File: src/inc/core_mode_defs.svh
// constants for the core mode register and stack pointer block
//
// Contract
// - mode register reads E0h after reset.
// - bit 7 set puts system stack in register file, clear in memory.
// - bit 6 set puts user stack in register file, clear in memory.
// - bit 5 set halves oscillator clock, clear passes it undivided.
// - bits 4 to 2 set core clock division from 1 to 8.
// - bit 1 lets the bus request pin through; clear ignores it.
// - bit 0 set floats address/data and strobe lines; clearing it drives them again.
// - pins configured as general I/O never float from bit 0.
// - push pre-decrements pointer, pop post-increments; stacks grow downward.
// - a pop never alters the location it reads.
// - interrupt pushes PC and flags, plus code segment if enabled.
// - near call pushes PC; segment call pushes PC and code segment.
// - link reserves a programmable frame on system or user stack.
// - returns and unlink pop the same items their counterparts pushed.
// - system stack by default, user variant selectable, word variant 16 bits.
// - register-file stack uses only pointer low byte; high byte reserved.
// - user pointer at 236/237, system pointer at 238/239.
`ifndef CORE_MODE_DEFS_SVH
`define CORE_MODE_DEFS_SVH
`define MODE_ADDR       8'heb
`define UPTR_HIGH_ADDR  8'hec
`define UPTR_LOW_ADDR   8'hed
`define SPTR_HIGH_ADDR  8'hee
`define SPTR_LOW_ADDR   8'hef
`define MODE_RESET      8'he0
`define MODE_SYSLOC_BIT 7
`define MODE_USRLOC_BIT 6
`define MODE_HALF_BIT   5
`define MODE_SCALE_HI   4
`define MODE_SCALE_LO   2
`define MODE_BRQ_BIT    1
`define MODE_FLOAT_BIT  0
`endif

File: src/inc/core_mode_pkg.sv
// types for the core mode and stack pointer block
package core_mode_pkg;
    // stack engine sequencer, gray coded
    typedef enum logic [2:0] {
        ST_IDLE  = 3'b000,
        ST_WRITE = 3'b001,
        ST_READ  = 3'b011,
        ST_DONE  = 3'b010
    } stack_state_e;

    // stack operations requested by the core
    typedef enum logic [3:0] {
        OP_NONE    = 4'h0,
        OP_PUSH    = 4'h1,
        OP_POP     = 4'h2,
        OP_INT     = 4'h3,
        OP_CALL    = 4'h4,
        OP_CALLS   = 4'h5,
        OP_LINK    = 4'h6,
        OP_IRET    = 4'h7,
        OP_RET     = 4'h8,
        OP_RETS    = 4'h9,
        OP_UNLINK  = 4'ha
    } stack_op_e;
endpackage : core_mode_pkg

File: src/clock_prescaler.sv
// oscillator halving and core clock prescale enable generator
`timescale 1ns/1ns
module clock_prescaler
    import core_mode_pkg::*;
(
    // clock and reset
    input  wire logic       clock,
    input  wire logic       resetn,
    // settings
    input  wire logic       oscHalving,
    input  wire logic [2:0] coreClockPrescale,
    // tick out
    output logic            coreTick
);
    logic       halfPhase_reg;
    logic [2:0] count_reg;
    logic       oscTick;

    // divide-by-2 stage on the oscillator
    always_ff @(posedge clock or negedge resetn) begin
        if (!resetn) begin
            halfPhase_reg <= 1'b0;
        end else begin
            halfPhase_reg <= ~halfPhase_reg;
        end
    end
    assign oscTick = oscHalving ? halfPhase_reg : 1'b1;

    // prescaler counts field value plus one oscillator ticks
    always_ff @(posedge clock or negedge resetn) begin
        if (!resetn) begin
            count_reg <= 3'h0;
            coreTick  <= 1'b0;
        end else begin
            coreTick <= 1'b0;
            if (oscTick) begin
                if (count_reg >= coreClockPrescale) begin
                    count_reg <= 3'h0;
                    coreTick  <= 1'b1;
                end else begin
                    count_reg <= count_reg + 3'h1;
                end
            end
        end
    end
endmodule : clock_prescaler

File: src/core_mode_stack.sv
// mode control register, stack pointers and stack sequencer
`timescale 1ns/1ns
`include "core_mode_defs.svh"
module core_mode_stack
    import core_mode_pkg::*;
#(
    parameter int PORT_W = 8
) (
    // clock and reset
    input  wire logic              clock,
    input  wire logic              resetn,
    // register file port
    input  wire logic [7:0]        regAddr,
    input  wire logic              regWrite,
    input  wire logic [7:0]        regWdata,
    output logic [7:0]             regRdata,
    // stack operation request
    input  wire logic              opStart,
    input  wire logic [3:0]        opCode,
    input  wire logic              opUser,
    input  wire logic              opWord,
    input  wire logic [15:0]       opData,
    input  wire logic [15:0]       opPc,
    input  wire logic [7:0]        opFlags,
    input  wire logic [7:0]        opCodeSeg,
    input  wire logic [15:0]       opFrameLen,
    input  wire logic              segmentSaveEnable,
    output logic                   opBusy,
    output logic                   opDone,
    output logic [15:0]            popData,
    output logic [15:0]            popPc,
    output logic [7:0]             popFlags,
    output logic [7:0]             popCodeSeg,
    // stack storage access
    output logic                   stkReq,
    output logic                   stkWrite,
    output logic                   stkInRegFile,
    output logic [15:0]            stkAddr,
    output logic [7:0]             stkWdata,
    input  wire logic [7:0]        stkRdata,
    // clock and external bus
    input  wire logic              busRequestPin,
    input  wire logic [PORT_W-1:0] portIsAddress,
    output logic                   coreTick,
    output logic                   busRequest,
    output logic [PORT_W-1:0]      portFloat,
    output logic                   ctrlFloat
);
    logic [7:0]   mode_reg;
    logic [15:0]  userPtr_reg;
    logic [15:0]  sysPtr_reg;
    stack_state_e state_reg;
    logic [3:0]   op_reg;
    logic         user_reg;
    logic [2:0]   left_reg;
    logic [7:0]   item_reg [0:7];
    logic [2:0]   idx_reg;
    logic [15:0]  frame_reg;
    logic [2:0]   pushCount;
    logic [2:0]   popCount;
    logic         isPush;
    logic [15:0]  curPtr;
    logic         curInt;

    // mode register and pointer writes, stack pointer updates
    always_ff @(posedge clock or negedge resetn) begin
        if (!resetn) begin
            mode_reg    <= `MODE_RESET;
            userPtr_reg <= 16'h0000;
            sysPtr_reg  <= 16'h0000;
        end else begin
            if (regWrite) begin
                case (regAddr)
                    `MODE_ADDR:      mode_reg          <= regWdata;
                    `UPTR_HIGH_ADDR: userPtr_reg[15:8] <= regWdata;
                    `UPTR_LOW_ADDR:  userPtr_reg[7:0]  <= regWdata;
                    `SPTR_HIGH_ADDR: sysPtr_reg[15:8]  <= regWdata;
                    `SPTR_LOW_ADDR:  sysPtr_reg[7:0]   <= regWdata;
                    default: ;
                endcase
            end
            if (state_reg == ST_WRITE) begin
                // pre-decrement before each pushed byte
                if (user_reg) userPtr_reg <= userPtr_reg - 16'h0001;
                else          sysPtr_reg  <= sysPtr_reg - 16'h0001;
            end else if (state_reg == ST_READ) begin
                // post-increment after each popped byte
                if (user_reg) userPtr_reg <= userPtr_reg + 16'h0001;
                else          sysPtr_reg  <= sysPtr_reg + 16'h0001;
            end else if (state_reg == ST_DONE && op_reg == OP_LINK) begin
                // reserve the frame below the saved frame pointer
                if (user_reg) userPtr_reg <= userPtr_reg - frame_reg;
                else          sysPtr_reg  <= sysPtr_reg - frame_reg;
            end
        end
    end

    // register read mux
    always_comb begin
        case (regAddr)
            `MODE_ADDR:     regRdata = mode_reg;
            `UPTR_HIGH_ADDR: regRdata = userPtr_reg[15:8];
            `UPTR_LOW_ADDR:  regRdata = userPtr_reg[7:0];
            `SPTR_HIGH_ADDR: regRdata = sysPtr_reg[15:8];
            `SPTR_LOW_ADDR:  regRdata = sysPtr_reg[7:0];
            default:        regRdata = 8'h00;
        endcase
    end

    // byte counts for each operation; return pops what entry pushed
    always_comb begin
        pushCount = 3'h0;
        popCount  = 3'h0;
        case (opCode)
            OP_PUSH:   pushCount = opWord ? 3'h2 : 3'h1;
            OP_POP:    popCount  = opWord ? 3'h2 : 3'h1;
            OP_INT:    pushCount = segmentSaveEnable ? 3'h4 : 3'h3;
            OP_CALL:   pushCount = 3'h2;
            OP_CALLS:  pushCount = 3'h3;
            OP_LINK:   pushCount = 3'h2;
            OP_IRET:   popCount  = segmentSaveEnable ? 3'h4 : 3'h3;
            OP_RET:    popCount  = 3'h2;
            OP_RETS:   popCount  = 3'h3;
            OP_UNLINK: popCount  = 3'h2;
            default: ;
        endcase
    end

    assign isPush = (pushCount != 3'h0);
    assign curPtr = user_reg ? userPtr_reg : sysPtr_reg;
    // stack location: 1 means register file
    assign curInt = user_reg ? mode_reg[`MODE_USRLOC_BIT]
                             : mode_reg[`MODE_SYSLOC_BIT];

    // sequencer; items are laid out high byte first in item_reg
    always_ff @(posedge clock or negedge resetn) begin
        if (!resetn) begin
            state_reg <= ST_IDLE;
            op_reg    <= OP_NONE;
            user_reg  <= 1'b0;
            left_reg  <= 3'h0;
            idx_reg   <= 3'h0;
            frame_reg <= 16'h0000;
            opDone    <= 1'b0;
            for (int i = 0; i < 8; i++) item_reg[i] <= 8'h00;
        end else begin
            opDone <= 1'b0;
            case (state_reg)
                ST_IDLE: begin
                    if (opStart && opCode != OP_NONE) begin
                        op_reg    <= opCode;
                        // only explicit variants may use the user stack
                        user_reg  <= opUser && (opCode == OP_PUSH ||
                                     opCode == OP_POP || opCode == OP_LINK ||
                                     opCode == OP_UNLINK);
                        frame_reg <= opFrameLen;
                        // memory order low address first: last pushed
                        case (opCode)
                            OP_INT: begin
                                item_reg[0] <= opFlags;
                                item_reg[1] <= opPc[15:8];
                                item_reg[2] <= opPc[7:0];
                                item_reg[3] <= opCodeSeg;
                            end
                            OP_CALLS: begin
                                item_reg[0] <= opPc[15:8];
                                item_reg[1] <= opPc[7:0];
                                item_reg[2] <= opCodeSeg;
                            end
                            OP_CALL, OP_LINK: begin
                                item_reg[0] <= opPc[15:8];
                                item_reg[1] <= opPc[7:0];
                            end
                            default: begin
                                item_reg[0] <= opWord ? opData[15:8]
                                                      : opData[7:0];
                                item_reg[1] <= opData[7:0];
                            end
                        endcase
                        if (opCode == OP_LINK) begin
                            item_reg[0] <= opData[15:8];
                            item_reg[1] <= opData[7:0];
                        end
                        if (isPush) begin
                            left_reg  <= pushCount;
                            idx_reg   <= pushCount - 3'h1;
                            state_reg <= ST_WRITE;
                        end else begin
                            left_reg  <= popCount;
                            idx_reg   <= 3'h0;
                            state_reg <= ST_READ;
                        end
                    end
                end
                ST_WRITE: begin
                    // highest item first so first item ends lowest
                    idx_reg  <= idx_reg - 3'h1;
                    left_reg <= left_reg - 3'h1;
                    if (left_reg == 3'h1) state_reg <= ST_DONE;
                end
                ST_READ: begin
                    item_reg[idx_reg] <= stkRdata;
                    idx_reg  <= idx_reg + 3'h1;
                    left_reg <= left_reg - 3'h1;
                    if (left_reg == 3'h1) state_reg <= ST_DONE;
                end
                ST_DONE: begin
                    opDone    <= 1'b1;
                    state_reg <= ST_IDLE;
                end
                default: state_reg <= ST_IDLE;
            endcase
        end
    end

    // storage access: address after pre-decrement for writes
    always_comb begin
        stkReq   = (state_reg == ST_WRITE) || (state_reg == ST_READ);
        stkWrite = (state_reg == ST_WRITE); // reads never write
        stkAddr  = (state_reg == ST_WRITE) ? curPtr - 16'h0001 : curPtr;
        if (curInt) stkAddr = {8'h00, stkAddr[7:0]};
        stkInRegFile = curInt;
        stkWdata     = item_reg[idx_reg];
    end

    // popped results presented from the item store
    always_comb begin
        // a finished byte pop leaves the index at one
        popData    = (op_reg == OP_POP && idx_reg == 3'h1)
                   ? {8'h00, item_reg[0]} : {item_reg[0], item_reg[1]};
        popFlags   = item_reg[0];
        popPc      = (op_reg == OP_IRET) ? {item_reg[1], item_reg[2]}
                                         : {item_reg[0], item_reg[1]};
        popCodeSeg = (op_reg == OP_IRET) ? item_reg[3] : item_reg[2];
    end

    assign opBusy = (state_reg != ST_IDLE);

    // clock divider settings from the mode register
    clock_prescaler u_prescaler (
        .clock             (clock),
        .resetn            (resetn),
        .oscHalving        (mode_reg[`MODE_HALF_BIT]),
        .coreClockPrescale (mode_reg[`MODE_SCALE_HI:`MODE_SCALE_LO]),
        .coreTick          (coreTick)
    );

    // external bus request gating and float control
    ext_bus_gate #(.PORT_W(PORT_W)) u_bus_gate (
        .clock           (clock),
        .resetn          (resetn),
        .busRequestAllow (mode_reg[`MODE_BRQ_BIT]),
        .extBusFloat     (mode_reg[`MODE_FLOAT_BIT]),
        .busRequestPin   (busRequestPin),
        .portIsAddress   (portIsAddress),
        .busRequest      (busRequest),
        .portFloat       (portFloat),
        .ctrlFloat       (ctrlFloat)
    );
endmodule : core_mode_stack

File: src/ext_bus_gate.sv
// bus request gate and external interface float control
`timescale 1ns/1ns
module ext_bus_gate
    import core_mode_pkg::*;
#(
    parameter int PORT_W = 8
) (
    // clock and reset
    input  wire logic              clock,
    input  wire logic              resetn,
    // controls
    input  wire logic              busRequestAllow,
    input  wire logic              extBusFloat,
    input  wire logic              busRequestPin,
    input  wire logic [PORT_W-1:0] portIsAddress,
    // results
    output logic                   busRequest,
    output logic [PORT_W-1:0]      portFloat,
    output logic                   ctrlFloat
);
    logic reqMeta_reg;
    logic reqSync_reg;

    // two-stage synchroniser for the request pin
    always_ff @(posedge clock or negedge resetn) begin
        if (!resetn) begin
            reqMeta_reg <= 1'b0;
            reqSync_reg <= 1'b0;
        end else begin
            reqMeta_reg <= busRequestPin;
            reqSync_reg <= reqMeta_reg;
        end
    end

    // registered gated outputs
    always_ff @(posedge clock or negedge resetn) begin
        if (!resetn) begin
            busRequest <= 1'b0;
            portFloat  <= '0;
            ctrlFloat  <= 1'b0;
        end else begin
            busRequest <= busRequestAllow & reqSync_reg;
            portFloat  <= {PORT_W{extBusFloat}} & portIsAddress;
            ctrlFloat  <= extBusFloat;
        end
    end
endmodule : ext_bus_gate

File: config.mk
export PLATFORM = sky130hd
export DESIGN_NAME = core_mode_stack
export DESIGN_NICKNAME = d
export VERILOG_FILES = /design/src/inc/core_mode_pkg.sv /design/src/clock_prescaler.sv /design/src/core_mode_stack.sv /design/src/ext_bus_gate.sv
export VERILOG_INCLUDE_DIRS = /design/src /design/src/inc
export SDC_FILE = /design/constraint.sdc
export NUM_CORES = 1
export LEC_CHECK = 0
export BUFFER_PORTS_ARGS = -buffer_cell sky130_fd_sc_hd__buf_2
export CAP_MARGIN = 30
export CORE_AREA = 5 5 157 159
export DETAILED_ROUTE_END_ITERATION = 10
export DIE_AREA = 0 0 162 164
export PLACE_DENSITY = 0.87
export SYNTH_ARGS = -nofsm -noshare
export SYNTH_HDL_FRONTEND = slang
export SYNTH_SLANG_ARGS = --single-unit
File: constraint.sdc
create_clock -name clock -period 5.5 [get_ports clock]
set_clock_uncertainty 0.2 [all_clocks]
set_input_delay 1.65 -clock clock [delete_from_list [all_inputs] [get_ports clock]]
set_output_delay 1.65 -clock clock [all_outputs]
set_load 0.02 [all_outputs]
; ---- Word level (Yosys, flattened, before mapping)
; Cells that the tools add are included.
[word_totals]
register_bits = 152
elab_cells = 158
inputBits = 108
out_inout_bits = 96
[classes]
n_mux = 58
n_lt_le_gt_ge = 3
n_reduce_logical = 28
eq_ne = 27
addsub = 12
n_bitwise = 4
[op_table]
columns = cell, n
row1 = 16-bit 2-to-1 mux, 20
row2 = 8-bit 2-to-1 mux, 10
row3 = 64-bit bitwise mux, 1
row4 = 32-bit one-hot mux with 2 select lines, 1
row5 = "16-bit by 1-bit subtractor with 16-bit output, second input constant", 3
row6 = "8-bit == test, second input constant", 5
row7 = 8-bit one-hot mux with 5 select lines, 1
row8 = "16-bit by 1-bit adder with 16-bit output, second input constant", 2
row9 = 32-bit 2-to-1 mux, 1
row10 = 16-bit one-hot mux with 2 select lines, 1
row11 = 16-bit subtractor, 2
row12 = 8-bit binary-select mux with 3-bit select, 1
row13 = 8-bit demux with 3-bit select, 1
row14 = "4-bit by 3-bit == test with 1-bit output, second input constant", 6
row15 = 3-bit 2-to-1 mux, 8
row16 = 3-bit one-hot mux with 4 select lines, 2
row17 = 8-bit one-hot mux with 2 select lines, 1
row18 = "4-bit by 2-bit == test with 1-bit output, second input constant", 3
row19 = "4-bit == test, second input constant", 3
row20 = 3-bit one-hot mux with 2 select lines, 2
row21 = 2-bit AND reduction, 6
row22 = "3-bit by 1-bit == test with 1-bit output, second input constant", 3
row23 = 3-bit one-hot mux with 3 select lines, 1
row24 = 3-bit nonzero test, 3
row25 = other kinds (24), 45

; ---- Depth between registers and ports, before layout
; Gate-level depths: netlist of run 1.
[logic_depth]
ltp_word = 7
depth_mapped = 12
depth_no_buf = 10

; ---- Modules after synthesis
; Synthesis of run 1 repeated with hierarchy kept, for this count alone.
[hier_totals]
cells_unflattened = 1408
area_unflattened_um2 = 12284.3
[modules_own_cells]
columns = mod, seq_area_each_um2, cells_each, instances, area_per_inst_um2
row1 = core_mode_stack, 3357.0, 1356, 1, 11629.9
row2 = ext_bus_gate, 300.3, 21, 1, 356.6
row3 = clock_prescaler, 125.1, 31, 1, 297.8

; ---- Worst setup path after synthesis of run 1
; No wires, ideal clock.
[synth_timing]
kind = register -> output
startpoint = register user_reg
endpoint = output port stkAddr[14]
t_arrival_ns = 2.880
path_buffers = 4
setup_slack_ns = 0.770
path_stages_with_launch = 13
required_ns = 3.650
cell_sequence = dfrtp_1 buf_2 buf_2 buf_2 buf_1 mux2i_1 ha_1 o211ai_1 or2_2 nor2_1 o21ai_0 xnor2_1 nor2_1
[synth_via]
elab_chain_len = 4
elab_cells_between_ends = 5
cone_classes = add/sub (1) / mux (4)
[synth_rtl]
columns = element, line_no
row1 = from (decl), core_mode_stack.sv:54  ; logic user_reg;
row2 = from (signal assigned), core_mode_stack.sv:153  ; user_reg <= opUser && (opCode == OP_PUSH ||
row3 = 16-bit 2-to-1 mux, core_mode_stack.sv:130  ; assign curPtr = user_reg ? userPtr_reg : sysPtr_reg;
row4 = 16-bit by 1-bit subtractor with 16-bit output, core_mode_stack.sv:220  ; stkAddr = (state_reg == ST_WRITE) ? curPtr - 16'h0001 : curPtr;
row5 = 16-bit 2-to-1 mux, core_mode_stack.sv:220
row6 = 16-bit 2-to-1 mux (*), core_mode_stack.sv:221  ; if (curInt) stkAddr = {8'h00, stkAddr[7:0]};
row7 = to (decl), core_mode_stack.sv:38  ; output logic [15:0] stkAddr,
; Mark *: on every way between the ends. The rest lies on a longest branch, timed or not.

; ---- Worst setup path after layout of run 1
[layout_timing]
startpoint = input port regAddr[1]
endpoint = output port regRdata[5]
[layout_via]
elab_chain_len = 2
elab_cells_between_ends = 6
cone_classes = eq/ne (5) / mux (1)
[layout_rtl]
columns = element, line_no
row1 = from (decl), core_mode_stack.sv:13  ; input wire logic [7:0] regAddr,
row2 = 8-bit == test, core_mode_stack.sv:100  ; case (regAddr)
row3 = 8-bit one-hot mux with 5 select lines (*), core_mode_stack.sv:100
row4 = to (decl), core_mode_stack.sv:16  ; output logic [7:0] regRdata,
; Marks and branches as above.

==> impl_summary.log, run 1 <==
[metrics] area growth from synthesis to layout: 13.8%
[metrics] NumNets Final: 1725
[metrics] wire length of the first global-routing pass: 66600 um
[metrics] worst-case hold slack: 0.152 ns
[metrics] IO Port Bufs: 203
[metrics] class of the tightest hold or removal check: reg2reg
[metrics] Antenna Cells: 0
[metrics] antenna violation net count after detailed routing: 0
[metrics] #FFs+latches synth: 151
[metrics] via count of the first global-routing pass: 12400
[metrics] outcome: finished, violations left
[metrics] routed vias/inst: 6.79
[metrics] post-synth top area share: 0.297
[metrics] setup repair after global routing missed its margin: false
[metrics] transition time of the tightest slew-check pin: 0.932 ns
[metrics] total power divided by cell area: 608 nW/um^2
[metrics] dpl ws: 0.425 ns
[metrics] GRT Overall Usage: 0.315
[metrics] Critical Path End Type: output port
[metrics] ranking of synthesized cells by area: dfrtp_1, mux2_2, ha_1, mux2i_1, nand2_1
[metrics] clock latency at the later pin of the worst-skew pair: 0.45 ns
[metrics] effective utilization at floorplan: 0.540
[metrics] violations in the final reports: DRC
[metrics] I/O Pins: 204
[metrics] net count of the mapped netlist: 1593
[metrics] clock-pin slew reported for the worst setup and hold paths after clock tree synthesis: 0.08 ns
[metrics] full die area: 26600 um^2
[metrics] RR Startpoint: state_reg[1]
[metrics] worst slew margin relative to its limit: 0.379
[metrics] mean post-synth cell area: 8.71 um^2
[metrics] estimated wirelength of the detail-placed design: 30400 um
[metrics] final setup slack of the worst path: 0.378 ns
[metrics] minimum setup slack among reg-to-reg paths: 1.96 ns
[metrics] most used flip-flop cell after synthesis: dfrtp_1
[metrics] placed insts: 1836
[metrics] Power, Total: 8.63 mW
[metrics] count of mapped cells out of synthesis: 1433
[metrics] number of failing hold endpoints at the final stage: 0
[metrics] DRT Pass-1 Iters: 11
[metrics] worst-case clock buffer depth: 2
[metrics] count of unique library cells instantiated by Yosys: 75
[metrics] share of post-route cells with drive strength above 1: 0.253
[metrics] number of antenna violations at the first check in global routing: 2
[metrics] post-layout instance count excluding filler cells: 1868
[metrics] Std-Cell Core Area: 23100 um^2
[metrics] category of the critical setup timing path: in2out
[metrics] max reg flops: 56
[metrics] maximum ir drop on the vdd rail: 346 uV
[metrics] TritonCTS clock tree: built
[metrics] number of H-tree levels: 4
[metrics] CP Data Arrival Time: 3.27 ns
[metrics] CTS sink cnt: 151
[metrics] leakage component of the power: 6.33 nW
[metrics] number of flops mapped to enable cells by yosys: 0
[metrics] number of max-slew violations in the final report: 0
[metrics] number of buffers inserted for hold repair after clock tree synthesis: 0
[metrics] most common library cells after synthesis: dfrtp_1, nand2_1, nor2_1, mux2_2, o21ai_0
[metrics] total routed wirelength: 42600 um
[metrics] post-CTS repair timing setup buffer count: 0
[metrics] FP Rows: 56
[metrics] fraction of the yosys area taken by sequential cells: 0.303
[metrics] Synth area leader: dfrtp_1
[metrics] floorplan die width: 162 um
[metrics] R2R Path End: userPtr_reg[3]
[metrics] routability congestion estimate from global placement: 0.989
[metrics] Tmin final: 5.12 ns
[metrics] chip height: 164 um
[metrics] fraction of registers with async set or reset after synthesis: 1.00
[metrics] clock tree root driver cell: clkbuf_16
[metrics] final cycle utilization of the critical path: 0.931
[metrics] r2r worst-path depth: 10
[metrics] sum of negative setup slack: 0 ns
[metrics] Hold Path End: u_bus_gate.reqSync_reg
[metrics] WL per Instance: 22.8 um
[metrics] Gates resized, CTS repair: 0
[metrics] clock buffer count from CTS: 17
[metrics] Iteration-0 DRC Markers: 1786
[metrics] highest net fanout along the worst path: 14
[metrics] detailed-route via count: 12700
[metrics] final global-route overflow total: 0
[metrics] number of setup violations in the final report: 0
[metrics] maxcap violations: 0
[metrics] maximum number of pins on one net before global-route repair: 100
[metrics] Max Fclk: 195 MHz
[metrics] cell area after technology mapping: 12500 um^2
[metrics] Yosys warning count: 0
[metrics] critical path data required time: 3.65 ns
[metrics] DRC violation count after routing: 1
[metrics] Cells on Worst Hold Path: 0
[metrics] hold path startpoint: u_bus_gate.reqMeta_reg
[metrics] most frequently used cell type in the post-synthesis netlist: dfrtp_1
[metrics] Critical Path Source Type: input port
-- routing by layer --
metal	up-vias	track usage	wire (um)
met1	5976	0.389	15500
met2	953	0.523	19900
met5	-	0	27
met3	216	0.0693	4950
met4	4	0.156	2320
li1	5540	-	-
-- cells by family after synthesis --
logic type	synth area share
multiplexers	0.165
buffers and inverters	0.0530
AO/OA/AOI/OAI	0.208
flip-flops	0.303
adder cells (fa/ha/maj)	0.0533
AND/OR/NAND/NOR	0.175
XOR/XNOR	0.0421
-- how the worst max path moves through the flow --
stage / startpoint / slack, ns / to
2_1_floorplan: user_reg / 0.77 / stkAddr[14]
3_3_place_gp: regAddr[1] / 0.50 / regRdata[0]
3_5_place_dp: regAddr[1] / 0.43 / regRdata[0]
4_1_cts: regAddr[1] / 0.43 / regRdata[0]
5_1_grt: regAddr[1] / 0.29 / regRdata[0]
6_report: regAddr[1] / 0.38 / regRdata[5]
-- report_power, final --
group	internal, mW	switching [mW]	leakage [nW]
sequential	1.51	0.778	1.84
combinational	2.11	2.98	4.19
clock	0.632	0.634	0.305
-- metrics by stage --
stage / util / cell area (um^2)
floorplan: - / 12500
global placement: 0.586 / 13600
detailed placement: 0.587 / 13600
CTS: 0.614 / 14200
global route: 0.614 / 14200
finish: 0.614 / 14200
-- placed cells by master, fill, tap and decap left out, types with 17 or more instances in the layout --
master,instances
a21oi_1,89
a22oi_1,29
a31oi_1,22
and2_1,21
buf_2,203
buf_4,21
clkbuf_16,17
dfrtp_1,147
ha_1,50
inv_1,44
mux2_2,101
mux2i_1,56
nand2_1,144
nand3_1,21
nor2_1,106
nor3_1,26
nor3b_1,21
o21ai_0,97
xnor2_1,34
xor2_1,26
-- worst max-delay path: stages --
cell      delay, ns
buf_2          0.29
and2_1         0.42
nor4bb_1       0.35
buf_4          0.22
a22oi_1        0.10
nand2_1        0.08
buf_2          0.16
-- cell type report --
class	instances	area, um^2
fill	1922	8920
multi-input combinational	1122	8040
sequential	151	3780
timing repair buffer	226	1200
clock buffer	17	425
tap	290	363
clock inverter	15	211
inverter	47	176
Note: power is estimated with default switching activity, not from simulation.
==> inputs of run 2 (changes only) <==
--- a/config.mk
+++ b/config.mk
@@ -8,10 +8,10 @@
 export LEC_CHECK = 0
 export BUFFER_PORTS_ARGS = -buffer_cell sky130_fd_sc_hd__buf_2
 export CAP_MARGIN = 30
-export CORE_AREA = 5 5 157 159
+export CORE_AREA = 5 5 160 162
 export DETAILED_ROUTE_END_ITERATION = 10
-export DIE_AREA = 0 0 162 164
-export PLACE_DENSITY = 0.87
+export DIE_AREA = 0 0 165 167
+export PLACE_DENSITY = 0.88
 export SYNTH_ARGS = -nofsm -noshare
 export SYNTH_HDL_FRONTEND = slang
 export SYNTH_SLANG_ARGS = --single-unit
==> constraint.sdc (replaced) <==
create_clock -name clock -period 4.65 [get_ports clock]
set_clock_uncertainty 0.2 [all_clocks]
set_input_delay 1.395 -clock clock [delete_from_list [all_inputs] [get_ports clock]]
set_output_delay 1.395 -clock clock [all_outputs]
set_load 0.02 [all_outputs]
==> run 2 against run 1 <==
The run now ends clean. Register-to-register slack got worse by 0.89 ns. Routed wire length increased by 3.7%. Core utilization decreased by 1.5 points. Clock-buffer cell count unchanged. Die area grew 3.7%. Non-clock buffer count grew 15. First-iteration DRC count is 10% lower. Hold slack better by 0.012 ns. Setup slack got worse by 0.15 ns.
==> impl_summary.log, run 2 (synthesis gave the netlist of run 1 again) <==
[metrics] most used cell, CP: nor2_1
[metrics] outcome: finished clean
[metrics] Buf/Inv on CP: 1 (-2)
[metrics] setup repair after global routing missed its margin: false
[metrics] FP Rows: 57 (+1.8%)
[metrics] full die area: 27600 um^2 (+3.7%)
[metrics] total routed wirelength: 44200 um (+3.7%)
[metrics] maximum number of pins on one net before global-route repair: 76 (-24%)
[metrics] IO Port Bufs: 203 (unchanged)
[metrics] worst slew margin relative to its limit: 0.316 (-0.0630)
[metrics] highest net fanout along the worst path: 14 (unchanged)
[metrics] transition time of the tightest slew-check pin: 1.02 ns (+0.0876 ns)
[metrics] number of setup violations in the final report: 0 (unchanged)
[metrics] effective utilization at floorplan: 0.521 (-0.0189)
[metrics] post-CTS repair timing setup buffer count: 0 (unchanged)
[metrics] Std-Cell Core Area: 24000 um^2 (+3.6%)
[metrics] number of buffers inserted for hold repair after clock tree synthesis: 0 (unchanged)
[metrics] TritonCTS clock tree: built
[metrics] I/O Pins: 204 (unchanged)
[metrics] placed insts: 1885 (+2.7%)
[metrics] wire length of the first global-routing pass: 69000 um (+3.6%)
[metrics] clock buffer count from CTS: 17 (unchanged)
[metrics] routed vias/inst: 6.55 (-3.6%)
[metrics] Max Fclk: 226 MHz
[metrics] CTS sink cnt: 151 (unchanged)
[metrics] share of post-route cells with drive strength above 1: 0.261 (+0.00703)
[metrics] routability congestion estimate from global placement: 0.998 (+0.94%)
[metrics] critical path data required time: 3.05 ns (-0.60 ns)
[metrics] number of failing hold endpoints at the final stage: 0 (unchanged)
[metrics] Gates resized, CTS repair: 0 (unchanged)
[metrics] maximum ir drop on the vdd rail: 489 uV (+41%)
[metrics] sum of negative setup slack: 0 ns (unchanged)
[metrics] area growth from synthesis to layout: 15.1%
[metrics] Critical Path End Type: output port
[metrics] class of the tightest hold or removal check: reg2reg
[metrics] floorplan die width: 165 um (+1.9%)
[metrics] clock latency at the later pin of the worst-skew pair: 0.44 ns (about the same)
[metrics] GRT Overall Usage: 0.318 (+0.00330)
[metrics] antenna violation net count after detailed routing: 0 (unchanged)
[metrics] number of max-slew violations in the final report: 0 (unchanged)
[metrics] max reg flops: 56 (unchanged)
[metrics] maxcap violations: 0 (unchanged)
[metrics] Critical Path Source Type: flip-flop
[metrics] number of antenna violations at the first check in global routing: 1 (-1)
[metrics] DRC violation count after routing: 0 (-1)
[metrics] CP Data Arrival Time: 2.82 ns (-0.45 ns)
[metrics] final global-route overflow total: 0 (unchanged)
[metrics] post-layout instance count excluding filler cells: 1917 (+2.6%)
[metrics] total power divided by cell area: 718 nW/um^2 (+18%)
[metrics] clock-pin slew reported for the worst setup and hold paths after clock tree synthesis: 0.08 ns (about the same)
[metrics] final cycle utilization of the critical path: 0.950
[metrics] Critical Path Slowest Stage Cell: dfrtp_1
[metrics] Power, Total: 10.3 mW (+19%)
[metrics] NumNets Final: 1740 (+0.87%)
[metrics] Iteration-0 DRC Markers: 1604 (-10%)
[metrics] worst-case clock buffer depth: 2 (unchanged)
[metrics] delay of the slowest cell on the worst path: 0.56 ns (+0.14 ns)
[metrics] Critical Path, Cell by Cell: mux2i_1 -> ha_1 -> o211ai_1 -> or2_2 -> nor2_1 -> o21ai_0 -> xnor2_1 -> nor2_1 -> buf_2
[metrics] family of cells with the greatest summed delay on the critical path: simple AND/OR/NAND/NOR gates
[metrics] WL per Instance: 23.1 um (+1.0%)
[metrics] leakage component of the power: 6.41 nW (+1.2%)
[metrics] via count of the first global-routing pass: 12600 (+1.4%)
[metrics] minimum setup slack among reg-to-reg paths: 1.07 ns (-0.89 ns)
[metrics] estimated wirelength of the detail-placed design: 32000 um (+5.1%)
[metrics] detailed-route via count: 12600 (-1.1%)
[metrics] Antenna Cells: 0 (unchanged)
[metrics] category of the critical setup timing path: reg2out
[metrics] most frequent standard cell in the layout excluding fill and tap cells: buf_2
[metrics] commonest cells after routing, fill and taps aside: buf_2, dfrtp_1, nand2_1, nor2_1, mux2_2
[metrics] clock tree root driver cell: clkbuf_16
[metrics] DRT Pass-1 Iters: 6 (-5)
[metrics] chip height: 167 um (+1.8%)
[metrics] number of H-tree levels: 4 (unchanged)
[metrics] Tmin final: 4.42 ns
-- run 2: worst paths after layout --
check,from,end,cells after the start
worst max-delay path,userPtr_reg[0],stkAddr[14],9
worst min-delay path,u_bus_gate.reqMeta_reg,u_bus_gate.reqSync_reg,0
worst max register to register,state_reg[0],item_reg[34],7
worst min register to register,u_bus_gate.reqMeta_reg,u_bus_gate.reqSync_reg,0
max in group asynchronous,resetn,frame_reg[13],2
min in group asynchronous,resetn,u_bus_gate.ctrlFloat,1
-- run 2: cell type report --
class                      instances  area (um^2)
clock inverter                    15          214
multi-input combinational       1122         8040
clock buffer                      17          425
sequential                       151         3780
timing repair buffer             241         1320
fill                            2031         9600
inverter                          47          176
tap                              324          405
-- run 2: report_power, final --
group          internal (mW)  switching, mW
registers               1.78          0.690
logic                   2.53           3.79
clock network          0.749          0.753
total                   5.07           5.23
-- run 2: worst reg2reg max path: cells and delay by family (launching register included) --
kind / cells / cell delay, ns
buffers and inverters: 2 / 0.88
adder cells (fa/ha/maj): 1 / 0.67
AO/OA/AOI/OAI: 2 / 0.31
flip-flops: 1 / 0.41
AND/OR/NAND/NOR: 2 / 1.00
-- run 2: metrics by stage --
stage	worst slack (ns)	hold slack [ns]	instance area [um^2]	util
after floorplan	0.175	0.131	12500	-
after global placement	0.500	0.138	13700	0.572
after detailed placement	0.450	0.146	13700	0.573
after CTS	0.253	0.167	14400	0.599
after global routing	0.0629	0.181	14400	0.599
final	0.231	0.164	14400	0.599
-- run 2: layer usage --
metal | routed length (um) | share of wire | vias up | GRT usage
met2 | 20500 | 0.46 | 912 | 0.505
met3 | 5110 | 0.12 | 212 | 0.0803
li1 | - | - | 5558 | -
met1 | 16000 | 0.36 | 5868 | 0.390
met4 | 2610 | 0.059 | 2 | 0.182
met5 | 7 | 0.00016 | - | 0
==> inputs of run 3 (changes only) <==
--- a/config.mk
+++ b/config.mk
@@ -8,10 +8,11 @@
 export LEC_CHECK = 0
 export BUFFER_PORTS_ARGS = -buffer_cell sky130_fd_sc_hd__buf_2
 export CAP_MARGIN = 30
-export CORE_AREA = 5 5 160 162
+export CORE_AREA = 5 5 159 161
 export DETAILED_ROUTE_END_ITERATION = 10
-export DIE_AREA = 0 0 165 167
+export DIE_AREA = 0 0 164 166
 export PLACE_DENSITY = 0.88
 export SYNTH_ARGS = -nofsm -noshare
 export SYNTH_HDL_FRONTEND = slang
+export SYNTH_HIERARCHICAL = 1
 export SYNTH_SLANG_ARGS = --single-unit
==> run 3 against run 2 <==
Via count is 0.23% lower. Register-to-register slack better by 0.23 ns. Non-clock buffer count is 15 higher. Power is 2.4% higher. Critical path depth is 1 lower. Global-route usage is 0.52 points lower. Synthesized cell count is 1.7% lower. Clock power is 4% lower. First-iteration DRC count is 7.5% higher. Critical path type unchanged. Largest cell class unchanged.
==> impl_summary.log, run 3 <==
[metrics] utilization of the core after routing: 0.599 (about the same)
[metrics] largest family of logic cells by synthesized area: compound AO/OA/AOI/OAI gates
[metrics] most frequent standard cell in the layout excluding fill and tap cells: buf_2
[metrics] final setup slack of the worst path: 0.124 ns (-0.107 ns)
[metrics] clock tree root driver cell: clkbuf_16
[metrics] CTS sink cnt: 151 (unchanged)
[metrics] post-synth top area share: 0.301 (+0.00466)
[metrics] setup repair after global routing missed its margin: false
[metrics] Yosys warning count: 6 (+6)
[metrics] r2r worst-path depth: 9 (+2)
[metrics] count of mapped cells out of synthesis: 1408 (-1.7%)
[metrics] transition time of the tightest slew-check pin: 1.04 ns (+0.0244 ns)
[metrics] effective utilization at floorplan: 0.516 (-0.00497)
[metrics] DRT Pass-1 Iters: 8 (+2)
[metrics] chip height: 166 um (-0.60%)
[metrics] Critical Path End Type: output port
[metrics] WL per Instance: 22.9 um (-0.88%)
[metrics] clock latency at the later pin of the worst-skew pair: 0.44 ns (about the same)
[metrics] Critical Path Source Type: flip-flop
[metrics] estimated wirelength of the detail-placed design: 32300 um (+1.1%)
[metrics] number of failing hold endpoints at the final stage: 0 (unchanged)
[metrics] maximum number of pins on one net before global-route repair: 81 (+6.6%)
[metrics] dpl ws: 0.298 ns (-0.152 ns)
[metrics] Power, Total: 10.5 mW (+2.4%)
[metrics] most used flip-flop cell after synthesis: dfrtp_1
[metrics] final cycle utilization of the critical path: 0.973 (+0.0231)
[metrics] simple-gate portion of the synthesized area: 0.172 (-0.00276)
[metrics] antenna violation net count after detailed routing: 0 (unchanged)
[metrics] Std-Cell Core Area: 23800 um^2 (-0.60%)
[metrics] total cell area at the placement stage: 13700 um^2 (-0.47%)
[metrics] maxcap violations: 0 (unchanged)
[metrics] worst slew margin relative to its limit: 0.299 (-0.0171)
[metrics] floorplan die width: 164 um (-0.61%)
[metrics] post-CTS repair timing setup buffer count: 0 (unchanged)
[metrics] GRT Overall Usage: 0.313 (-0.00525)
[metrics] routed vias/inst: 6.53 (-0.23%)
[metrics] cell area after technology mapping: 12300 um^2 (-1.5%)
[metrics] via count of the first global-routing pass: 12300 (-2.2%)
[metrics] RR Startpoint: state_reg[1]
[metrics] IO Port Bufs: 203 (unchanged)
[metrics] mean post-synth cell area: 8.72 um^2 (+0.20%)
[metrics] clock buffer count from CTS: 17 (unchanged)
[metrics] fraction of registers with async set or reset after synthesis: 1.00 (unchanged)
[metrics] full die area: 27200 um^2 (-1.2%)
[metrics] net count of the mapped netlist: 1566 (-1.7%)
[metrics] number of max-slew violations in the final report: 0 (unchanged)
[metrics] I/O Pins: 204 (unchanged)
[metrics] NumNets Final: 1738 (-0.11%)
[metrics] category of the critical setup timing path: reg2out
[metrics] adder and majority gate portion of the synthesized area: 0.0521 (-0.00120)
[metrics] wire length of the first global-routing pass: 67700 um (-2.0%)
[metrics] Max Fclk: 221 MHz (-2.4%)
[metrics] TritonCTS clock tree: built
[metrics] CP Data Arrival Time: 2.93 ns (+0.11 ns)
[metrics] fraction of the yosys area taken by sequential cells: 0.308 (+0.00476)
[metrics] area growth from synthesis to layout: 16.1%
[metrics] capturing instance or port of the critical path: stkAddr[15]
[metrics] most common library cells after synthesis: dfrtp_1, nand2_1, nor2_1, o21ai_0, a21oi_1
[metrics] commonest cells after routing, fill and taps aside: buf_2, dfrtp_1, nand2_1, nor2_1, o21ai_0
[metrics] Antenna Cells: 0 (unchanged)
[metrics] minimum setup slack among reg-to-reg paths: 1.30 ns (+0.23 ns)
[metrics] number of setup violations in the final report: 0 (unchanged)
[metrics] #FFs+latches synth: 151 (unchanged)
[metrics] Cells on Worst Hold Path: 0 (unchanged)
[metrics] routability congestion estimate from global placement: 0.998 (about the same)
[metrics] share of post-route cells with drive strength above 1: 0.276 (+0.0157)
[metrics] fraction of synthesized area in multiplexers: 0.164 (-0.00108)
[metrics] count of unique library cells instantiated by Yosys: 81 (+8.0%)
[metrics] max reg flops: 56 (unchanged)
[metrics] Synth area leader: dfrtp_1
[metrics] FP Rows: 57 (unchanged)
[metrics] Tmin final: 4.53 ns (+0.107 ns)
[metrics] number of H-tree levels: 4 (unchanged)
[metrics] total power divided by cell area: 740 nW/um^2 (+3.1%)
[metrics] total routed wirelength: 43800 um (-0.88%)
[metrics] number of antenna violations at the first check in global routing: 0 (-1)
[metrics] final global-route overflow total: 0 (unchanged)
[metrics] synthesized-area fraction occupied by ao, oa, aoi and oai cells: 0.200 (-0.00794)
[metrics] R2R Path End: userPtr_reg[8]
[metrics] outcome: finished clean
[metrics] highest net fanout along the worst path: 20 (+6)
[metrics] class of the tightest hold or removal check: reg2reg
[metrics] detailed-route via count: 12500 (-0.23%)
[metrics] ranking of synthesized cells by area: dfrtp_1, mux2_2, ha_1, mux2i_1, o21ai_0
[metrics] clock-pin slew reported for the worst setup and hold paths after clock tree synthesis: 0.07 ns (about the same)
[metrics] Iteration-0 DRC Markers: 1725 (+7.5%)
[metrics] XOR/XNOR Fraction of Synth Area: 0.0535 (+0.0114)
[metrics] sum of negative setup slack: 0 ns (unchanged)
[metrics] worst-case clock buffer depth: 2 (unchanged)
[metrics] Layout Cell Area excl Fill: 14300 um^2 (-0.67%)
[metrics] number of flops mapped to enable cells by yosys: 0 (unchanged)
[metrics] most frequently used cell type in the post-synthesis netlist: dfrtp_1
[metrics] critical path data required time: 3.05 ns (about the same)
[metrics] DRC violation count after routing: 0 (unchanged)
[metrics] maximum ir drop on the vdd rail: 305 uV (-38%)
[metrics] critical path launch point: user_reg
[metrics] leakage component of the power: 6.21 nW (-3.0%)
==> run 3: cell count changes after synthesis, sizes merged, moves of 8 or more <==
cell     change
a21oi       +12
nor2        +19
nor4         -8
o21ai       +13
nand2       -12
nor3b       -16
o31ai       -10
a221oi       -8
o2bb2ai      -9
xor2         +9
==> run 3: area by class of cell <==
| class | count | area [um^2] |
|---|---|---|
| fill | 2040 | 9560 |
| multi-input combinational | 1113 | 7900 |
| sequential | 151 | 3780 |
| timing repair buffer | 256 | 1420 |
| clock buffer | 17 | 425 |
| tap | 324 | 405 |
| clock inverter | 15 | 176 |
| inverter | 41 | 154 |
==> run 3: power by group <==
part	switching, mW	leakage [nW]	internal, mW
clock network	0.672	0.298	0.773
registers	0.690	1.82	1.80
logic	4.00	4.09	2.61
total	5.37	6.21	5.18
==> run 3: logic make-up (layout without fill, tap and decap cells) <==
logic type      Yosys count  in the layout
compound gates          387            387
xor+xnor                 75             75
fa+ha+maj                50             50
buf+inv                 144            329
flops                   151            151
mux                     170            170
simple gates            431            431
==> run 3: worst min-delay path by stage <==
stage                                start                     end
floorplan           u_bus_gate/reqMeta_reg  u_bus_gate/reqSync_reg
global placement    u_bus_gate/reqMeta_reg  u_bus_gate/reqSync_reg
detailed placement  u_bus_gate/reqMeta_reg  u_bus_gate/reqSync_reg
CTS                 u_bus_gate/reqMeta_reg  u_bus_gate/reqSync_reg
global route        u_bus_gate/reqMeta_reg  u_bus_gate/reqSync_reg
finish              u_bus_gate/reqMeta_reg  u_bus_gate/reqSync_reg
==> run 3: critical path, cell delays in order (launching register included) <==
cell and delay [ns]:
dfrtp_2 0.61, nor3_1 0.55, o2111ai_1 0.31, nor3_1 0.30
nand2_1 0.10, and4b_2 0.29, xor2_1 0.13, nor2_1 0.05
buf_2 0.16
==> run 3: repair_timing <==
| action | CTS | global route |
|---|---|---|
| hold buffers | 0 | 0 |
| setup endpoints to repair | 0 | 2 |
| gates resized for setup | 0 | 1 |
==> run 3: metal layers <==
metal / share of wire / up-vias / track usage
li1: - / 5511 / -
met1: 0.38 / 5877 / 0.406
met2: 0.45 / 922 / 0.491
met3: 0.12 / 213 / 0.0774
met4: 0.050 / 0 / 0.144
met5: 0 / - / 0
==> run 3: through the flow <==
stage / cells / hold slack [ns]
3_5_place_dp: 1885 / 0.152
3_3_place_gp: 1883 / 0.139
2_1_floorplan: 1408 / 0.131
5_1_grt: 1917 / 0.168
6_report: 1917 / 0.157
4_1_cts: 1917 / 0.164
